--- config.mk ---
export PLATFORM = sky130hd
export DESIGN_NAME = rcb_top
export DESIGN_NICKNAME = d
export VERILOG_FILES = /design/src/hw/rcb_addr_step.v /design/src/hw/rcb_top.v
export VERILOG_INCLUDE_DIRS = /design/src /design/src/hw
export SDC_FILE = /design/constraint.sdc
export NUM_CORES = 1
export LEC_CHECK = 0
export BUFFER_PORTS_ARGS = -buffer_cell sky130_fd_sc_hd__buf_2
export CORE_ASPECT_RATIO = 1.4
export CORE_UTILIZATION = 31
export CTS_CLUSTER_SIZE = 28
export DETAILED_ROUTE_END_ITERATION = 8
export PLACE_DENSITY = 0.49
export SYNTH_ARGS = -nofsm -noshare
export SYNTH_HDL_FRONTEND = slang
export SYNTH_SLANG_ARGS = --single-unit
export TNS_END_PERCENT = 10
--- constraint.sdc ---
create_clock -name clock_i -period 5.13 [get_ports clock_i]
set_input_delay 0.7695 -clock clock_i [delete_from_list [all_inputs] [get_ports clock_i]]
set_output_delay 0.7695 -clock clock_i [all_outputs]
set_load 0.005 [all_outputs]
--- src/hw/rcb_consts.vh ---
// constants for the rt circular buffer manager
`ifndef RCB_CONSTS_VH
`define RCB_CONSTS_VH
// axi4-lite register byte offsets
`define RCB_OFS_CFG2 8'h00
`define RCB_OFS_CFG3 8'h04
`define RCB_OFS_ISTAT 8'h08
`define RCB_OFS_IMASK 8'h0C
`define RCB_OFS_STATE 8'h10
`define RCB_OFS_PTR 8'h14
// configuration register 2 field positions
`define RCB_CFG2_BCAST_SEP 0
`define RCB_CFG2_PER_SA 1
`define RCB_CFG2_ADV_VALID 11
`define RCB_CFG2_PINGPONG 12
// configuration register 3 field positions
`define RCB_CFG3_EXT_EN 15
// subaddress control word fields
`define RCB_SACW_WRAP_IRQ 8
`define RCB_SACW_DBUF 15
// reset values
`define RCB_CFG2_RST 16'h0000
`define RCB_CFG3_RST 16'h0000
// interrupt status bits
`define RCB_IRQ_ROLL 0
`define RCB_IRQ_EOM 1
// memory management codes
`define RCB_MM_SINGLE 3'h0
// buffer handling modes
`define RCB_MODE_SINGLE 2'h0
`define RCB_MODE_DOUBLE 2'h1
`define RCB_MODE_CIRC 2'h2
`endif

--- src/hw/rcb_addr_step.v ---
// modulo address stepper for the circular data pointer
`include "rcb_consts.vh"
module rcb_addr_step #(
  parameter AW = 16
) (
  input wire [AW-1:0] addr_i,
  input wire [2:0] mm_i,
  input wire circ_i,
  output wire [AW-1:0] next_o,
  output wire wrap_o
);
  // mask of low bits that roll; code 1 is 128 words up to code 7 for 8192
  function [AW-1:0] size_mask;
    input [2:0] mm;
    begin
      // shift kept four bits wide: mm plus six overflows three bits
      size_mask = ({{(AW-1){1'b0}}, 1'b1} << ({1'b0, mm} + 4'h6)) - 1'b1;
    end
  endfunction
  wire [AW-1:0] mask;
  wire [AW-1:0] inc;
  assign mask = size_mask(mm_i);
  assign inc = addr_i + 1'b1;
  // high bits are frozen so no access leaves the buffer
  assign next_o = circ_i ? ((addr_i & ~mask) | (inc & mask)) : inc;
  assign wrap_o = circ_i & ((addr_i & mask) == mask);
endmodule

--- src/hw/rcb_top.v ---
// rt data buffer manager: lookup pointer handling and axi4-lite registers
`include "rcb_consts.vh"
// Overview of operation
// - per-subaddress single or circular selection
// - copy lookup pointer to descriptor word three
// - circular data accesses consecutive from pointer
// - advance bit clear: always write back pointer
// - advance bit set: write back only if valid
// - wrap pointer from upper to lower buffer boundary
// - sizes 128 to 8192 words, modulo wrap
// - rollover interrupt when wrap enable set
// - all enables zero: single message everywhere
// - ping-pong plus extended: double buffer receives
// - per-subaddress bit enables selected double buffers
// - config2 bit1 per-subaddress management enable
// - config2 bit0 separates broadcast lookup entries
module rcb_top #(
  parameter AW = 16,
  parameter LUT_BASE = 16'h0140,
  parameter BCAST_BASE = 16'h0180,
  parameter SACW_BASE = 16'h01A0
) (
  input wire clock_i,
  input wire rst_n_i,
  // axi4-lite slave
  input wire [7:0] s_awaddr_i,
  input wire s_awvalid_i,
  output wire s_awready_o,
  input wire [31:0] s_wdata_i,
  input wire [3:0] s_wstrb_i,
  input wire s_wvalid_i,
  output wire s_wready_o,
  output reg [1:0] s_bresp_o,
  output reg s_bvalid_o,
  input wire s_bready_i,
  input wire [7:0] s_araddr_i,
  input wire s_arvalid_i,
  output wire s_arready_o,
  output reg [31:0] s_rdata_o,
  output reg [1:0] s_rresp_o,
  output reg s_rvalid_o,
  input wire s_rready_i,
  // message sequencer side (same clock)
  input wire msg_start_i,
  input wire [4:0] msg_sa_i,
  input wire msg_tx_i,
  input wire msg_bcast_i,
  input wire [AW-1:0] desc_addr_i,
  input wire word_step_i,
  input wire msg_end_i,
  input wire msg_valid_i,
  output wire busy_o,
  output reg [AW-1:0] data_addr_o,
  output reg [1:0] buf_mode_o,
  // shared ram master port
  output reg mem_req_o,
  output reg mem_we_o,
  output reg [AW-1:0] mem_addr_o,
  output reg [15:0] mem_wdata_o,
  input wire mem_ack_i,
  input wire [15:0] mem_rdata_i,
  output wire irq_o
);
  // ==========================================================
  // sequencer states
  localparam S_IDLE = 3'h0;
  localparam S_RD_CW = 3'h1;
  localparam S_RD_LUT = 3'h2;
  localparam S_WR_DESC = 3'h3;
  localparam S_XFER = 3'h4;
  localparam S_WR_LUT = 3'h5;

  reg [15:0] cfg2_reg;
  reg [15:0] cfg3_reg;
  reg [1:0] istat_reg;
  reg [1:0] imask_reg;
  reg [2:0] state_reg;
  reg [15:0] cw_reg;
  reg [AW-1:0] lut_addr_reg;
  reg [AW-1:0] desc_reg;
  reg [2:0] mm_reg;
  reg circ_reg;
  reg wrapped_reg;
  reg tx_reg;
  reg bcast_reg;
  reg aw_got_reg;
  reg w_got_reg;
  reg [7:0] awaddr_reg;
  reg [31:0] wdata_reg;
  reg [3:0] wstrb_reg;

  wire per_sa = cfg2_reg[`RCB_CFG2_PER_SA];
  wire bsep = cfg2_reg[`RCB_CFG2_BCAST_SEP];
  wire adv_valid = cfg2_reg[`RCB_CFG2_ADV_VALID];
  wire pingpong = cfg2_reg[`RCB_CFG2_PINGPONG];
  wire ext_en = cfg3_reg[`RCB_CFG3_EXT_EN];
  // broadcast gets its own table area only when separated
  wire use_bcast = msg_bcast_i & bsep;
  // per-direction memory management field of the control word
  // direction is latched at start: the sequencer inputs may move on
  wire [2:0] cw_mm = tx_reg ? mem_rdata_i[12:10] :
    (bcast_reg ? mem_rdata_i[2:0] : mem_rdata_i[7:5]);
  wire [AW-1:0] step_next;
  wire step_wrap;

  rcb_addr_step #(
    .AW(AW)
  ) u_step (
    .addr_i(data_addr_o),
    .mm_i(mm_reg),
    .circ_i(circ_reg),
    .next_o(step_next),
    .wrap_o(step_wrap)
  );

  // ==========================================================
  // message sequencer
  assign busy_o = (state_reg != S_IDLE);
  // write back decision: single never, advance bit gates on validity
  wire do_wb = circ_reg & (~adv_valid | msg_valid_i);
  wire roll_ev = (state_reg == S_XFER) & msg_end_i & wrapped_reg & do_wb &
    cw_reg[`RCB_SACW_WRAP_IRQ];
  wire eom_ev = (state_reg == S_XFER) & msg_end_i;

  always @(posedge clock_i) begin
    if (!rst_n_i) begin
      state_reg <= S_IDLE;
      mem_req_o <= 1'b0;
      mem_we_o <= 1'b0;
      mem_addr_o <= {AW{1'b0}};
      mem_wdata_o <= 16'h0000;
      data_addr_o <= {AW{1'b0}};
      buf_mode_o <= `RCB_MODE_SINGLE;
      cw_reg <= 16'h0000;
      lut_addr_reg <= {AW{1'b0}};
      desc_reg <= {AW{1'b0}};
      mm_reg <= 3'h0;
      circ_reg <= 1'b0;
      wrapped_reg <= 1'b0;
      tx_reg <= 1'b0;
      bcast_reg <= 1'b0;
    end else begin
      case (state_reg)
        S_IDLE: begin
          if (msg_start_i) begin
            // control word read each message
            mem_req_o <= 1'b1;
            mem_we_o <= 1'b0;
            mem_addr_o <= SACW_BASE + {{(AW-5){1'b0}}, msg_sa_i};
            lut_addr_reg <= (use_bcast ? BCAST_BASE : LUT_BASE) +
              {{(AW-6){1'b0}}, msg_tx_i, msg_sa_i};
            desc_reg <= desc_addr_i + 2'h2;
            wrapped_reg <= 1'b0;
            tx_reg <= msg_tx_i;
            bcast_reg <= use_bcast;
            state_reg <= S_RD_CW;
          end
        end
        S_RD_CW: begin
          if (mem_ack_i) begin
            cw_reg <= mem_rdata_i;
            mm_reg <= cw_mm;
            // circular only under per-subaddress management
            circ_reg <= per_sa & (cw_mm != `RCB_MM_SINGLE);
            if (per_sa && cw_mm != `RCB_MM_SINGLE) begin
              buf_mode_o <= `RCB_MODE_CIRC;
            end else if (!tx_reg && pingpong && ext_en &&
                (!per_sa || mem_rdata_i[`RCB_SACW_DBUF])) begin
              buf_mode_o <= `RCB_MODE_DOUBLE;
            end else begin
              buf_mode_o <= `RCB_MODE_SINGLE;
            end
            mem_addr_o <= lut_addr_reg;
            state_reg <= S_RD_LUT;
          end
        end
        S_RD_LUT: begin
          if (mem_ack_i) begin
            // data pointer starts at lookup entry
            data_addr_o <= mem_rdata_i[AW-1:0];
            mem_we_o <= 1'b1;
            mem_addr_o <= desc_reg;
            mem_wdata_o <= mem_rdata_i;
            state_reg <= S_WR_DESC;
          end
        end
        S_WR_DESC: begin
          if (mem_ack_i) begin
            mem_req_o <= 1'b0;
            mem_we_o <= 1'b0;
            state_reg <= S_XFER;
          end
        end
        S_XFER: begin
          if (word_step_i) begin
            data_addr_o <= step_next;
            if (step_wrap) begin
              wrapped_reg <= 1'b1;
            end
          end
          if (msg_end_i) begin
            if (do_wb) begin
              mem_req_o <= 1'b1;
              mem_we_o <= 1'b1;
              mem_addr_o <= lut_addr_reg;
              mem_wdata_o <= data_addr_o; // address after last word
              state_reg <= S_WR_LUT;
            end else begin
              state_reg <= S_IDLE; // no write back: not circular, or advance bit set and message invalid
            end
          end
        end
        S_WR_LUT: begin
          if (mem_ack_i) begin
            mem_req_o <= 1'b0;
            mem_we_o <= 1'b0;
            state_reg <= S_IDLE;
          end
        end
        default: begin
          state_reg <= S_IDLE;
        end
      endcase
    end
  end

  // ==========================================================
  // axi4-lite slave: address and data taken in either order
  wire wr_go = aw_got_reg & w_got_reg & ~s_bvalid_o;
  assign s_awready_o = ~aw_got_reg & ~s_bvalid_o;
  assign s_wready_o = ~w_got_reg & ~s_bvalid_o;
  assign s_arready_o = ~s_rvalid_o;
  wire [15:0] wd = wdata_reg[15:0];
  wire [1:0] w1c = (wr_go && awaddr_reg == `RCB_OFS_ISTAT &&
    wstrb_reg[0]) ? wd[1:0] : 2'h0;

  function [15:0] merge16;
    input [15:0] old;
    input [15:0] nw;
    input [3:0] strb;
    begin
      merge16 = {strb[1] ? nw[15:8] : old[15:8],
        strb[0] ? nw[7:0] : old[7:0]};
    end
  endfunction

  always @(posedge clock_i) begin
    if (!rst_n_i) begin
      aw_got_reg <= 1'b0;
      w_got_reg <= 1'b0;
      awaddr_reg <= 8'h00;
      wdata_reg <= 32'h00000000;
      wstrb_reg <= 4'h0;
      s_bvalid_o <= 1'b0;
      s_bresp_o <= 2'h0;
      cfg2_reg <= `RCB_CFG2_RST;
      cfg3_reg <= `RCB_CFG3_RST;
      imask_reg <= 2'h0;
      istat_reg <= 2'h0;
    end else begin
      if (s_awvalid_i && s_awready_o) begin
        aw_got_reg <= 1'b1;
        awaddr_reg <= s_awaddr_i;
      end
      if (s_wvalid_i && s_wready_o) begin
        w_got_reg <= 1'b1;
        wdata_reg <= s_wdata_i;
        wstrb_reg <= s_wstrb_i;
      end
      if (wr_go) begin
        aw_got_reg <= 1'b0;
        w_got_reg <= 1'b0;
        s_bvalid_o <= 1'b1;
        s_bresp_o <= 2'h0;
        case (awaddr_reg)
          `RCB_OFS_CFG2: cfg2_reg <= merge16(cfg2_reg, wd, wstrb_reg);
          `RCB_OFS_CFG3: cfg3_reg <= merge16(cfg3_reg, wd, wstrb_reg);
          `RCB_OFS_IMASK: begin
            if (wstrb_reg[0]) begin
              imask_reg <= wd[1:0];
            end
          end
          `RCB_OFS_ISTAT: begin
          end
          `RCB_OFS_STATE: begin
          end
          `RCB_OFS_PTR: begin
          end
          default: s_bresp_o <= 2'h2; // unmapped: slverr
        endcase
      end else if (s_bvalid_o && s_bready_i) begin
        s_bvalid_o <= 1'b0;
      end
      // set beats write-one-to-clear in the same cycle
      istat_reg <= (istat_reg & ~w1c) |
        {eom_ev, roll_ev};
    end
  end

  // read channel: one cycle answer
  always @(posedge clock_i) begin
    if (!rst_n_i) begin
      s_rvalid_o <= 1'b0;
      s_rdata_o <= 32'h00000000;
      s_rresp_o <= 2'h0;
    end else if (s_arvalid_i && s_arready_o) begin
      s_rvalid_o <= 1'b1;
      s_rresp_o <= 2'h0;
      case (s_araddr_i)
        `RCB_OFS_CFG2: s_rdata_o <= {16'h0000, cfg2_reg};
        `RCB_OFS_CFG3: s_rdata_o <= {16'h0000, cfg3_reg};
        `RCB_OFS_ISTAT: s_rdata_o <= {30'h00000000, istat_reg};
        `RCB_OFS_IMASK: s_rdata_o <= {30'h00000000, imask_reg};
        `RCB_OFS_STATE: s_rdata_o <= {26'h0000000, wrapped_reg,
          buf_mode_o, state_reg};
        `RCB_OFS_PTR: s_rdata_o <= {{(32-AW){1'b0}}, data_addr_o};
        default: begin
          s_rdata_o <= 32'h00000000;
          s_rresp_o <= 2'h2;
        end
      endcase
    end else if (s_rvalid_o && s_rready_i) begin
      s_rvalid_o <= 1'b0;
    end
  end

  assign irq_o = |(istat_reg & imask_reg);
endmodule

## Yosys cells after proc, flatten, opt, wreduce, memory -nomap -nowiden

Cells that the tools add are included.

- Input port bits: 103
- Output and inout bits: 95
- Latch bits: 0
- Memories: 0
- ROM bits: 0
- Word-level logic and storage cells: 182
- RAM bits: 0
- Register bits after elaboration: 205

- Order comparisons: 0
- Add/sub/neg operators: 6
- Equal/unequal tests: 26
- Shifts and indexed selects: 1
- Multipliers: 0
- Multiplexer cells: 45
- Div/mod/pow operators: 0
- Reductions and logical operators: 45
- Bitwise gates (word level): 28

Operators with widths:

| cell | number |
|---|---|
| $mux W16 | 10 |
| $pmux W16 S6 | 1 |
| $pmux W16 S2 | 2 |
| $pmux W16 S4 | 1 |
| $and A16 B16 Y16 | 3 |
| $eq A8 B4 Y1 const B | 4 |
| $eq A8 B5 Y1 const B | 4 |
| $mux W3 | 9 |
| $ne A2 B2 Y1 const B | 9 |
| $pmux W3 S6 | 1 |
| $reduce_and A3 Y1 | 6 |
| $reduce_and A6 Y1 | 3 |
| $add A16 B1 Y16 const B | 1 |
| $add A16 B2 Y16 const B | 1 |
| $eq A16 B16 Y1 | 1 |
| $eq A8 B3 Y1 const B | 2 |
| $logic_not A8 Y1 | 2 |
| $not A16 Y16 | 1 |
| $or A16 B16 Y16 | 1 |
| $shl A1 B4 Y16 const A | 1 |
| $sub A16 B1 Y16 const B | 1 |
| $mux W1 | 13 |
| $and A1 B1 Y1 | 12 |
| $reduce_or A6 Y1 | 2 |
| other kinds (28) | 60 |

## Depth between registers and ports, before layout

Gate-level depths: netlist (run 1).

- Depth after elaboration: 9
- Mapped depth: 9
- Depth with buffers taken out: 7

## By module

From an unflattened synthesis (run 1), not the netlist that was laid out.

- Cell total of the unflattened synthesis: 1008
- Area total of the unflattened synthesis: 8426.8 um^2

By module, submodules not included:

| module | area each (um^2) | cells an instance | times used | sequential area each (um^2) |
|---|---|---|---|---|
| rcb_top | 7726.2 | 904 | 1 | 3383.2 |
| rcb_addr_step | 700.7 | 104 | 1 | 0.0 |

## Worst setup path after synthesis (run 1)

OpenSTA, ideal clock, no wires.

- Path type: flip-flop to flip-flop
- Start: register mm_reg[1]
- End: register with a tool-made name
- Setup slack: 2.789 ns
- Arrival time: 2.217 ns
- Period minus slack after synthesis: 2.341 ns
- Buffers on the path: 2
- Library setup time: 0.124 ns
- Data required time: 5.006 ns
- Stages on the path, launching flop included: 10
- Cell sequence: dfxtp_1 clkbuf_1 inv_1 ha_1 clkbuf_1 or2_2 o21a_1 o311ai_1 a311o_1 a21oi_1

RTL lines:

| element | RTL line | text |
|---|---|---|
| from (decl) | rcb_top.v:81 | `reg [2:0] mm_reg;` |
| from (signal assigned) | rcb_top.v:162 | `mm_reg <= cw_mm;` |

==> run metrics, run 1 <==
run status finished clean; Gate Count Post-Synth 1026; final setup violating endpoints 0; clock insertion delay at the later pin of the skew report 430 ps; delay-heaviest family, CP flip-flops; drt pass-1 iters 5; mean area per synthesized cell 8.101 sq um; Rows 70; fmax 0.3745 GHz; hpwl dp 18960 um; FFs w/ async S/R, synth 0%; Post-synth EDFFs 0; DR iter-0 viols roughly 560; crit path from mm_reg[1]$_SDFFE_PN0P_; H-tree Lvls 4; P&R area growth vs syn 18.08%; Post-CTS Hold Fix Bufs 0; vias around 7700; Synth area leaders dfxtp_1 (41%), nand2_1 (7.2%), o21ai_0 (4.9%); synthesized flop and latch total 169; IO Pins approximately 200; total negative slack 0 ps; final WL 26140 um; worst-path cell chain inv_1 -> ha_1 -> nor4_1 -> mux2i_1 -> o211ai_1 -> o311ai_0 -> a31oi_1; PD cells 428.2 nW/um^2; Core Region roughly 26000 sq um; Yosys top cell by area dfxtp_1; fin. max-slew vios 0; flip-flop and latch area 3383 sq um; Crit Path Max Fanout 15; global-route wire length before repair 40520 um; initial antenna violation count 2; HP Class flip-flop to flip-flop; remaining global-route overflow 0; fillers around 2800; pin slew with the least headroom to its limit between 1000 and 1500 ps; worst endpoint required time roughly 5400 ps; Finished Core Util 37.35%; Yosys top cell area share 40.70%; CP Launch Type flip-flop; largest net degree at the start of global routing 56; MaxCap Viol Count 0; Clock Skew a little under 10 ps; Reg2Reg Depth 7; Hold WS around 450 ps; die area roughly 27000 sq um; WHS Path Cells 2; relative slew slack 21.85%; global-route usage over all layers between 10% and 20%; DRT antenna net count 0; Stages on worst setup path 7; Initial Util 31.63%; number of global-route vias before repair 7200; hold_sp s_rdata_o[9]$_SDFFE_PN0P_; R2R Setup Slk 2460 ps; clock sink count 169; DRC viols 0; Chip Width 140.4 um; Max VDD drop 0.2571 mV; Period minus WS final 2670 ps; Hold Vio Cnt, Final 0; hold path endpoint s_rdata_o[9]$_SDFFE_PN0P_; GP Congestion between 0.8 and 0.9; leading cell type in the layout, fill and taps excluded dfxtp_1; commonest cells after routing, fill and taps aside dfxtp_1 (169), buf_2 (161), nand2_1 (159); CTS max path bufs 2; clk slew on worst S/H paths 70 ps; Root Buffer clkbuf_16; CTS tree yes; CP arrival ~3000 ps; Crit path largest cell delay 660 ps; CTS resizes 0; sequential share of the synthesized area between 40% and 50%; Post-CTS Setup Inserts 0; Inserted Clock Buffers 17; Ys Warns 0; layout cell share with drive strength beyond 1 20.05%; Worst Setup Path Type flip-flop to flip-flop; port bufs 161; Lkg Pwr around 3.9 nW; crit path max-delay cell type dfxtp_1; crit path capture type flip-flop; most common flop cell mapped by yosys dfxtp_1; RSZ-0062 raised after global routing false; Synth cell types between 60 and 70; period utilisation layout 52.06%; die height slightly below 200 um; Final #Nets 1246; critical path buffer and inverter count 1; WL/cell 17.74 um; worst r2r src mm_reg[1]$_SDFFE_PN0P_; area of the mapped netlist roughly 8300 sq um; DR vias/cell 5.201; footprint of the multi-input gates between 4000 and 5000 sq um
-- cells in the mapped netlist, types with 5 or more instances --
cell / instances
dfxtp_1: 169
nand2_1: 159
nor2_1: 98
o21ai_0: 81
a21oi_1: 76
nand3_1: 48
clkbuf_1: 47
mux2i_1: 31
buf_4: 21
inv_1: 21
buf_2: 20
xnor2_1: 19
a22oi_1: 17
a311oi_1: 15
nand4_1: 14
a211oi_1: 13
and3_1: 12
mux2_2: 12
o211ai_1: 12
nor3_1: 10
buf_1: 9
ha_1: 8
o211a_1: 8
a31oi_1: 7
nor2b_1: 7
mux4_2: 6
nand2b_1: 6
a2bb2oi_1: 5
o22ai_1: 5
-- through the flow --
step | area [sq um] | power [mW] | cells | setup slack [ps]
after floorplan | 8376 | 2.464 | 1043 | 2789
after global placement | 9190 | 2.854 | 1440 | 2103
after detailed placement | 9190 | 2.865 | 1440 | 2098
after CTS | 9809 | 4.257 | 1471 | 2477
after global routing | 9809 | 4.448 | 1471 | 2258
final | 9814 | 4.202 | 1473 | 2460
-- per-layer routing --
metal	part of all wire (%)	track usage [%]
met1	43	22.90
met2	50	33.02
met3	5.2	4.418
met4	2.6	7.692
met5	0.038	0
-- cell families (layout without fill, tap and decap cells) --
logic type	count (synthesis)	after routing	synth area share, %
AOI/OAI and AO/OA	271	271	20.53
xor gates and xnor gates	23	23	2.424
adders and majority gates	8	8	1.204
buffers and inverters	119	223	6.624
DFF	169	169	40.70
muxes	49	49	6.985
other	1	20	0.04512
and+or+nand+nor	386	386	21.48
-- worst max path at each step --
stage / endpoint
2_1_floorplan: flip-flop
3_3_place_gp: s_rdata_o[9]$_SDFFE_PN0P_
3_5_place_dp: s_rdata_o[10]$_SDFFE_PN0P_
4_1_cts: flip-flop
5_1_grt: flip-flop
6_report: flip-flop
-- worst register-to-register path, stage by stage, from the launching register on --
cell      delay (ps)
dfxtp_1          660
inv_1            190
ha_1             350
nor4_1           510
mux2i_1          280
o211ai_1         140
o311ai_0         350
a31oi_1           80
-- cell type report --
type | instances | area share, %
flip-flops and latches | 169 | 34.47
repair buffers | 170 | 8.899
well taps | 324 | 4.131
inverters | 22 | 0.8414
clock inverters | 11 | 1.759
clock buffers | 20 | 4.551
diodes | 2 | 0.05099
multi-input cells | 755 | 45.30
-- power breakdown --
group          total [mW]  internal (mW)  switching, mW  leakage, nW
Sequential           1.68           1.48          0.205         1.38
Combinational        1.14          0.453          0.685         2.27
Clock                1.38          0.826          0.553        0.288
No activity file was read; power rests on OpenSTA's default activity.
==> inputs of run 2 (changes only) <==
- clock period: 5.13 -> 2.7 ns (I/O delays scaled with it)
==> run metrics, run 2 (synthesized netlist as in run 1, its figures left out) <==
worst-path cell chain inv_1 -> ha_1 -> or2_2 -> o21a_1 -> o41ai_1 -> a2111oi_0 -> a31o_2; DR iter-0 viols 598; Initial Util a little under a third; Crit Path Max Fanout 7; flip-flop and latch area 3383 sq um; commonest cells after routing, fill and taps aside dfxtp_1 (169), buf_2 (161), nand2_1 (159); CTS tree yes; footprint of the multi-input gates 4446 sq um; clock insertion delay at the later pin of the skew report 440 ps; CP arrival 2610 ps; period utilisation layout between 80 and 90%; die height ~200 um; Rows 70; IO Pins around 200; Worst Setup Path Type flip-flop to flip-flop; MaxCap Viol Count 0; Hold Vio Cnt, Final 0; Root Buffer clkbuf_16; Core Region 26280 sq um; Post-CTS Setup Inserts 0; CTS resizes 0; CTS max path bufs 2; RSZ-0062 raised after global routing false; port bufs 161; delay-heaviest family, CP compound AO/OA/AOI/OAI gates; pre-CTS setup slack 488.0 ps; critical path buffer and inverter count 1; Crit path largest cell delay approximately 540 ps; final WL about 26000 um; Max VDD drop approximately 0.46 mV; final non-filler cell total 1503; Inserted Clock Buffers 17; HP Class primary input to flip-flop; H-tree Lvls 4; Lkg Pwr just over 4 nW; worst endpoint required time 3080 ps; relative slew slack 49.16%; DR vias/cell 5.120; initial antenna violation count 2; total negative slack 0 ps; Final #Nets 1275; PD cells 796.5 nW/um^2; Post-Place Cell Area 9445 sq um; crit path max-delay cell type a2111oi_0; Post-CTS Hold Fix Bufs 0; run status finished clean; Finished Core Util 38.23%; design area 10040 sq um; P&R area growth vs syn 20.85%; DRT antenna net count 0; die area around 27000 sq um; pin slew with the least headroom to its limit 762.6 ps; Period minus WS final 2233 ps; Hold WS 144.6 ps; remaining global-route overflow 0; leading cell type in the layout, fill and taps excluded dfxtp_1; vias 7695; GP Congestion 0.8833; final setup margin 467.0 ps; fin. max-slew vios 0; fillers approximately 2800; crit path capture type flip-flop; clk slew on worst S/H paths 70 ps; number of global-route vias before repair 7419; CP Launch Type flip-flop; power consumption 8.000 mW; Chip Width about 140 um; largest net degree at the start of global routing 54; Clock Skew 15.52 ps; global-route wire length before repair 41340 um; WL/cell 17.32 um; final setup violating endpoints 0; drt pass-1 iters 5; fmax 0.4478 GHz; global-route usage over all layers 19.43%; DRC viols 0; hpwl dp 19410 um; layout cell share with drive strength beyond 1 22.26%; clock sink count 169; placed cells 1469
run 2: changes by cell type in the layout (fill, tap and decap cells not counted):
cell,change
clkbuf_1,-2
bufinv_16,-2
clkinvlp_4,-1
clkinv_4,+3
buf_12,+3
inv_6,+3
clkbuf_8,-1
inv_8,+1
buf_4,+26
run 2: routing by layer:
metal	GRT usage [%]	share of wire, %	vias up
met5	0	0	-
met4	6.309	1.5	0
met3	3.905	4.5	17
met2	34.17	51	198
met1	23.51	43	3588
li1	-	-	3892
run 2: final cells by class:
class / count / share of cell area (%)
clock buffers: 17 / 4.235
diodes: 2 / 0.04983
multi-input cells: 755 / 44.26
inverters: 22 / 0.8221
well taps: 324 / 4.036
flip-flops and latches: 169 / 33.68
clock inverters: 15 / 1.682
repair buffers: 199 / 11.24
run 2: worst paths after layout:
| path | slack (ps) | to | from | cells after the start |
|---|---|---|---|---|
| worst max-delay path | 470 | wrapped_reg$_SDFFE_PN0P_ | mm_reg[2]$_SDFFE_PN0P_ | 7 |
| worst min-delay path | 140 | s_rvalid_o$_SDFFE_PN0P_ | s_rready_i | 2 |
| worst max register to register | 470 | wrapped_reg$_SDFFE_PN0P_ | mm_reg[2]$_SDFFE_PN0P_ | 7 |
| worst min register to register | 460 | wdata_reg[11]$_SDFFE_PN0P_ | wdata_reg[11]$_SDFFE_PN0P_ | 2 |
run 2: power breakdown:
part / switching (mW) / internal [mW] / total, mW
Combinational: 1.38 / 0.976 / 2.35
Sequential: 0.337 / 2.81 / 3.15
Clock: 1.12 / 1.38 / 2.50
Total: 2.83 / 5.17 / 8.00
run 2: worst register-to-register path, cell delays in order (launching register included):
cell	delay, ps
dfxtp_1	390
inv_1	120
ha_1	460
or2_2	220
o21a_1	160
o41ai_1	60
a2111oi_0	540
a31o_2	240
==> inputs of run 3 (changes only) <==
- clock period: 2.7 -> 2.3 ns (I/O delays scaled with it)
==> run metrics, run 3 (synthesized netlist as in run 1, its figures left out) <==
run status finished clean; hpwl dp slightly below 20000 um; switching share of power between 30% and 40%; P_int 6.457 mW; IO Pins 198; final WL 26400 um; final setup violating endpoints 0; largest net degree at the start of global routing slightly below 80; Clock power frac 32.7%; vias 7752; P&R area growth vs syn 23.00%; fin. max-slew vios 0; initial antenna violation count 3; WL/cell 17.39 um; Rows 70; Post-CTS Setup Inserts 0; PD cells 951.6 nW/um^2; Initial Util 31.63%; commonest cells after routing, fill and taps aside dfxtp_1 (169), buf_2 (161), nand2_1 (159); Switching Power approximately 3.3 mW; drt pass-1 iters 5; DRT antenna net count 0; worst endpoint required time 2640 ps; layout cell share with drive strength beyond 1 23.15%; MaxCap Viol Count 0; global-route wire length before repair 40870 um; Inserted Clock Buffers 17; Post-CTS Hold Fix Bufs 0; Period minus WS final around 2100 ps; CTS max path bufs 2; CP Launch Type flip-flop; Worst Setup Path Type flip-flop to flip-flop; Clock Skew 10.66 ps; leading cell type in the layout, fill and taps excluded dfxtp_1; fmax between 0.4 and 0.5 GHz; CTS resizes 0; CP arrival 2440 ps; DRC viols 0; Final #Nets 1290; CTS tree yes; Post-Place Cell Area 9570 sq um; clk slew on worst S/H paths 60 ps; Max VDD drop 0.5502 mV; Hold WS 81.74 ps; fillers ~2800; Crit Path Max Fanout 5; final setup margin 193.3 ps; RSZ-0062 raised after global routing false; die height 195.7 um; GP Congestion 0.8685; Core Region ~26000 sq um; crit path capture type flip-flop; relative slew slack 56.88%; Hold Vio Cnt, Final 0; clock insertion delay at the later pin of the skew report 440 ps; Lkg Pwr 4.202 nW; period utilisation layout 91.60%; pre-CTS setup slack 209.9 ps; logic gate share of total power approximately 30%; remaining global-route overflow 0; die area approximately 27000 sq um; total negative slack 0 ps; Chip Width 140.4 um; clock sink count about 170; design area between 10000 and 15000 sq um; pin slew with the least headroom to its limit 645.2 ps; port bufs 161; HP Class primary input to flip-flop; Seq pwr share 37.5%; DR iter-0 viols 516; number of global-route vias before repair 7321; DR vias/cell a little over 5; global-route usage over all layers 19.30%; H-tree Lvls 4; Root Buffer clkbuf_16
[run 3: changes by cell type in the layout (fill, tap and decap cells not counted)]
cell	change
clkinvlp_4	-2
bufinv_16	+2
inv_8	-1
clkbuf_1	+1
clkinv_4	-3
clkinv_2	+1
inv_6	-2
clkbuf_8	+4
buf_12	+1
buf_4	+14
[run 3: worst max-delay path, stage by stage (launching register included)]
cell and delay, ps:
dfxtp_1 380, inv_1 120, ha_1 320, or2_2 340
o21a_1 130, o41ai_1 300, a2111oi_0 160, a31o_2 250
[run 3: final cells by class]
cell class	instances	area [sq um]	area share (%)
Clock inverter	10	163.9	1.603
Tap cell	324	405.4	3.965
Timing Repair Buffer	214	1254	12.26
Antenna cell	2	5.005	0.04895
Multi-Input combinational cell	755	4446	43.48
Inverter	22	82.58	0.8077
Clock buffer	22	484.2	4.736
Sequential cell	169	3383	33.09
[run 3: per-stage QoR]
step / power [mW] / cells / utilization, %
6_report: 9.729 / 1518 / 38.91
5_1_grt: 10.27 / 1516 / 38.89
4_1_cts: 9.819 / 1516 / 38.89
3_5_place_dp: 6.619 / 1484 / 36.42
3_3_place_gp: 6.603 / 1484 / 36.42
2_1_floorplan: 5.497 / 1043 / -
[run 3: final timing paths]
check	from	end	slack, ps	cells after the start
setup / recovery	mm_reg[2]$_SDFFE_PN0P_	wrapped_reg$_SDFFE_PN0P_	190	7
hold reg to reg	s_rdata_o[4]$_SDFFE_PN0P_	s_rdata_o[4]$_SDFFE_PN0P_	450	2
setup reg to reg	mm_reg[2]$_SDFFE_PN0P_	wrapped_reg$_SDFFE_PN0P_	190	7
hold / removal	s_rready_i	s_rvalid_o$_SDFFE_PN0P_	80	2
[run 3: layer usage]
layer | vias to the layer above | track usage (%) | wire (um)
met3 | 48 | 4.369 | 1148
met4 | 4 | 8.832 | 827
met1 | 3594 | 22.38 | 11360
met2 | 200 | 33.59 | 13030
met5 | - | 0 | 30
li1 | 3906 | - | -
[run 3: power by group through the flow]
stage                     logic [mW]  registers [mW]  clock network (mW)
after floorplan                 1.92            3.57                   0
after global placement          2.90            3.71                   0
after detailed placement        2.91            3.71                   0
after CTS                       2.92            3.65                3.25
after global routing            3.22            3.69                3.36
final                           2.90            3.64                3.18
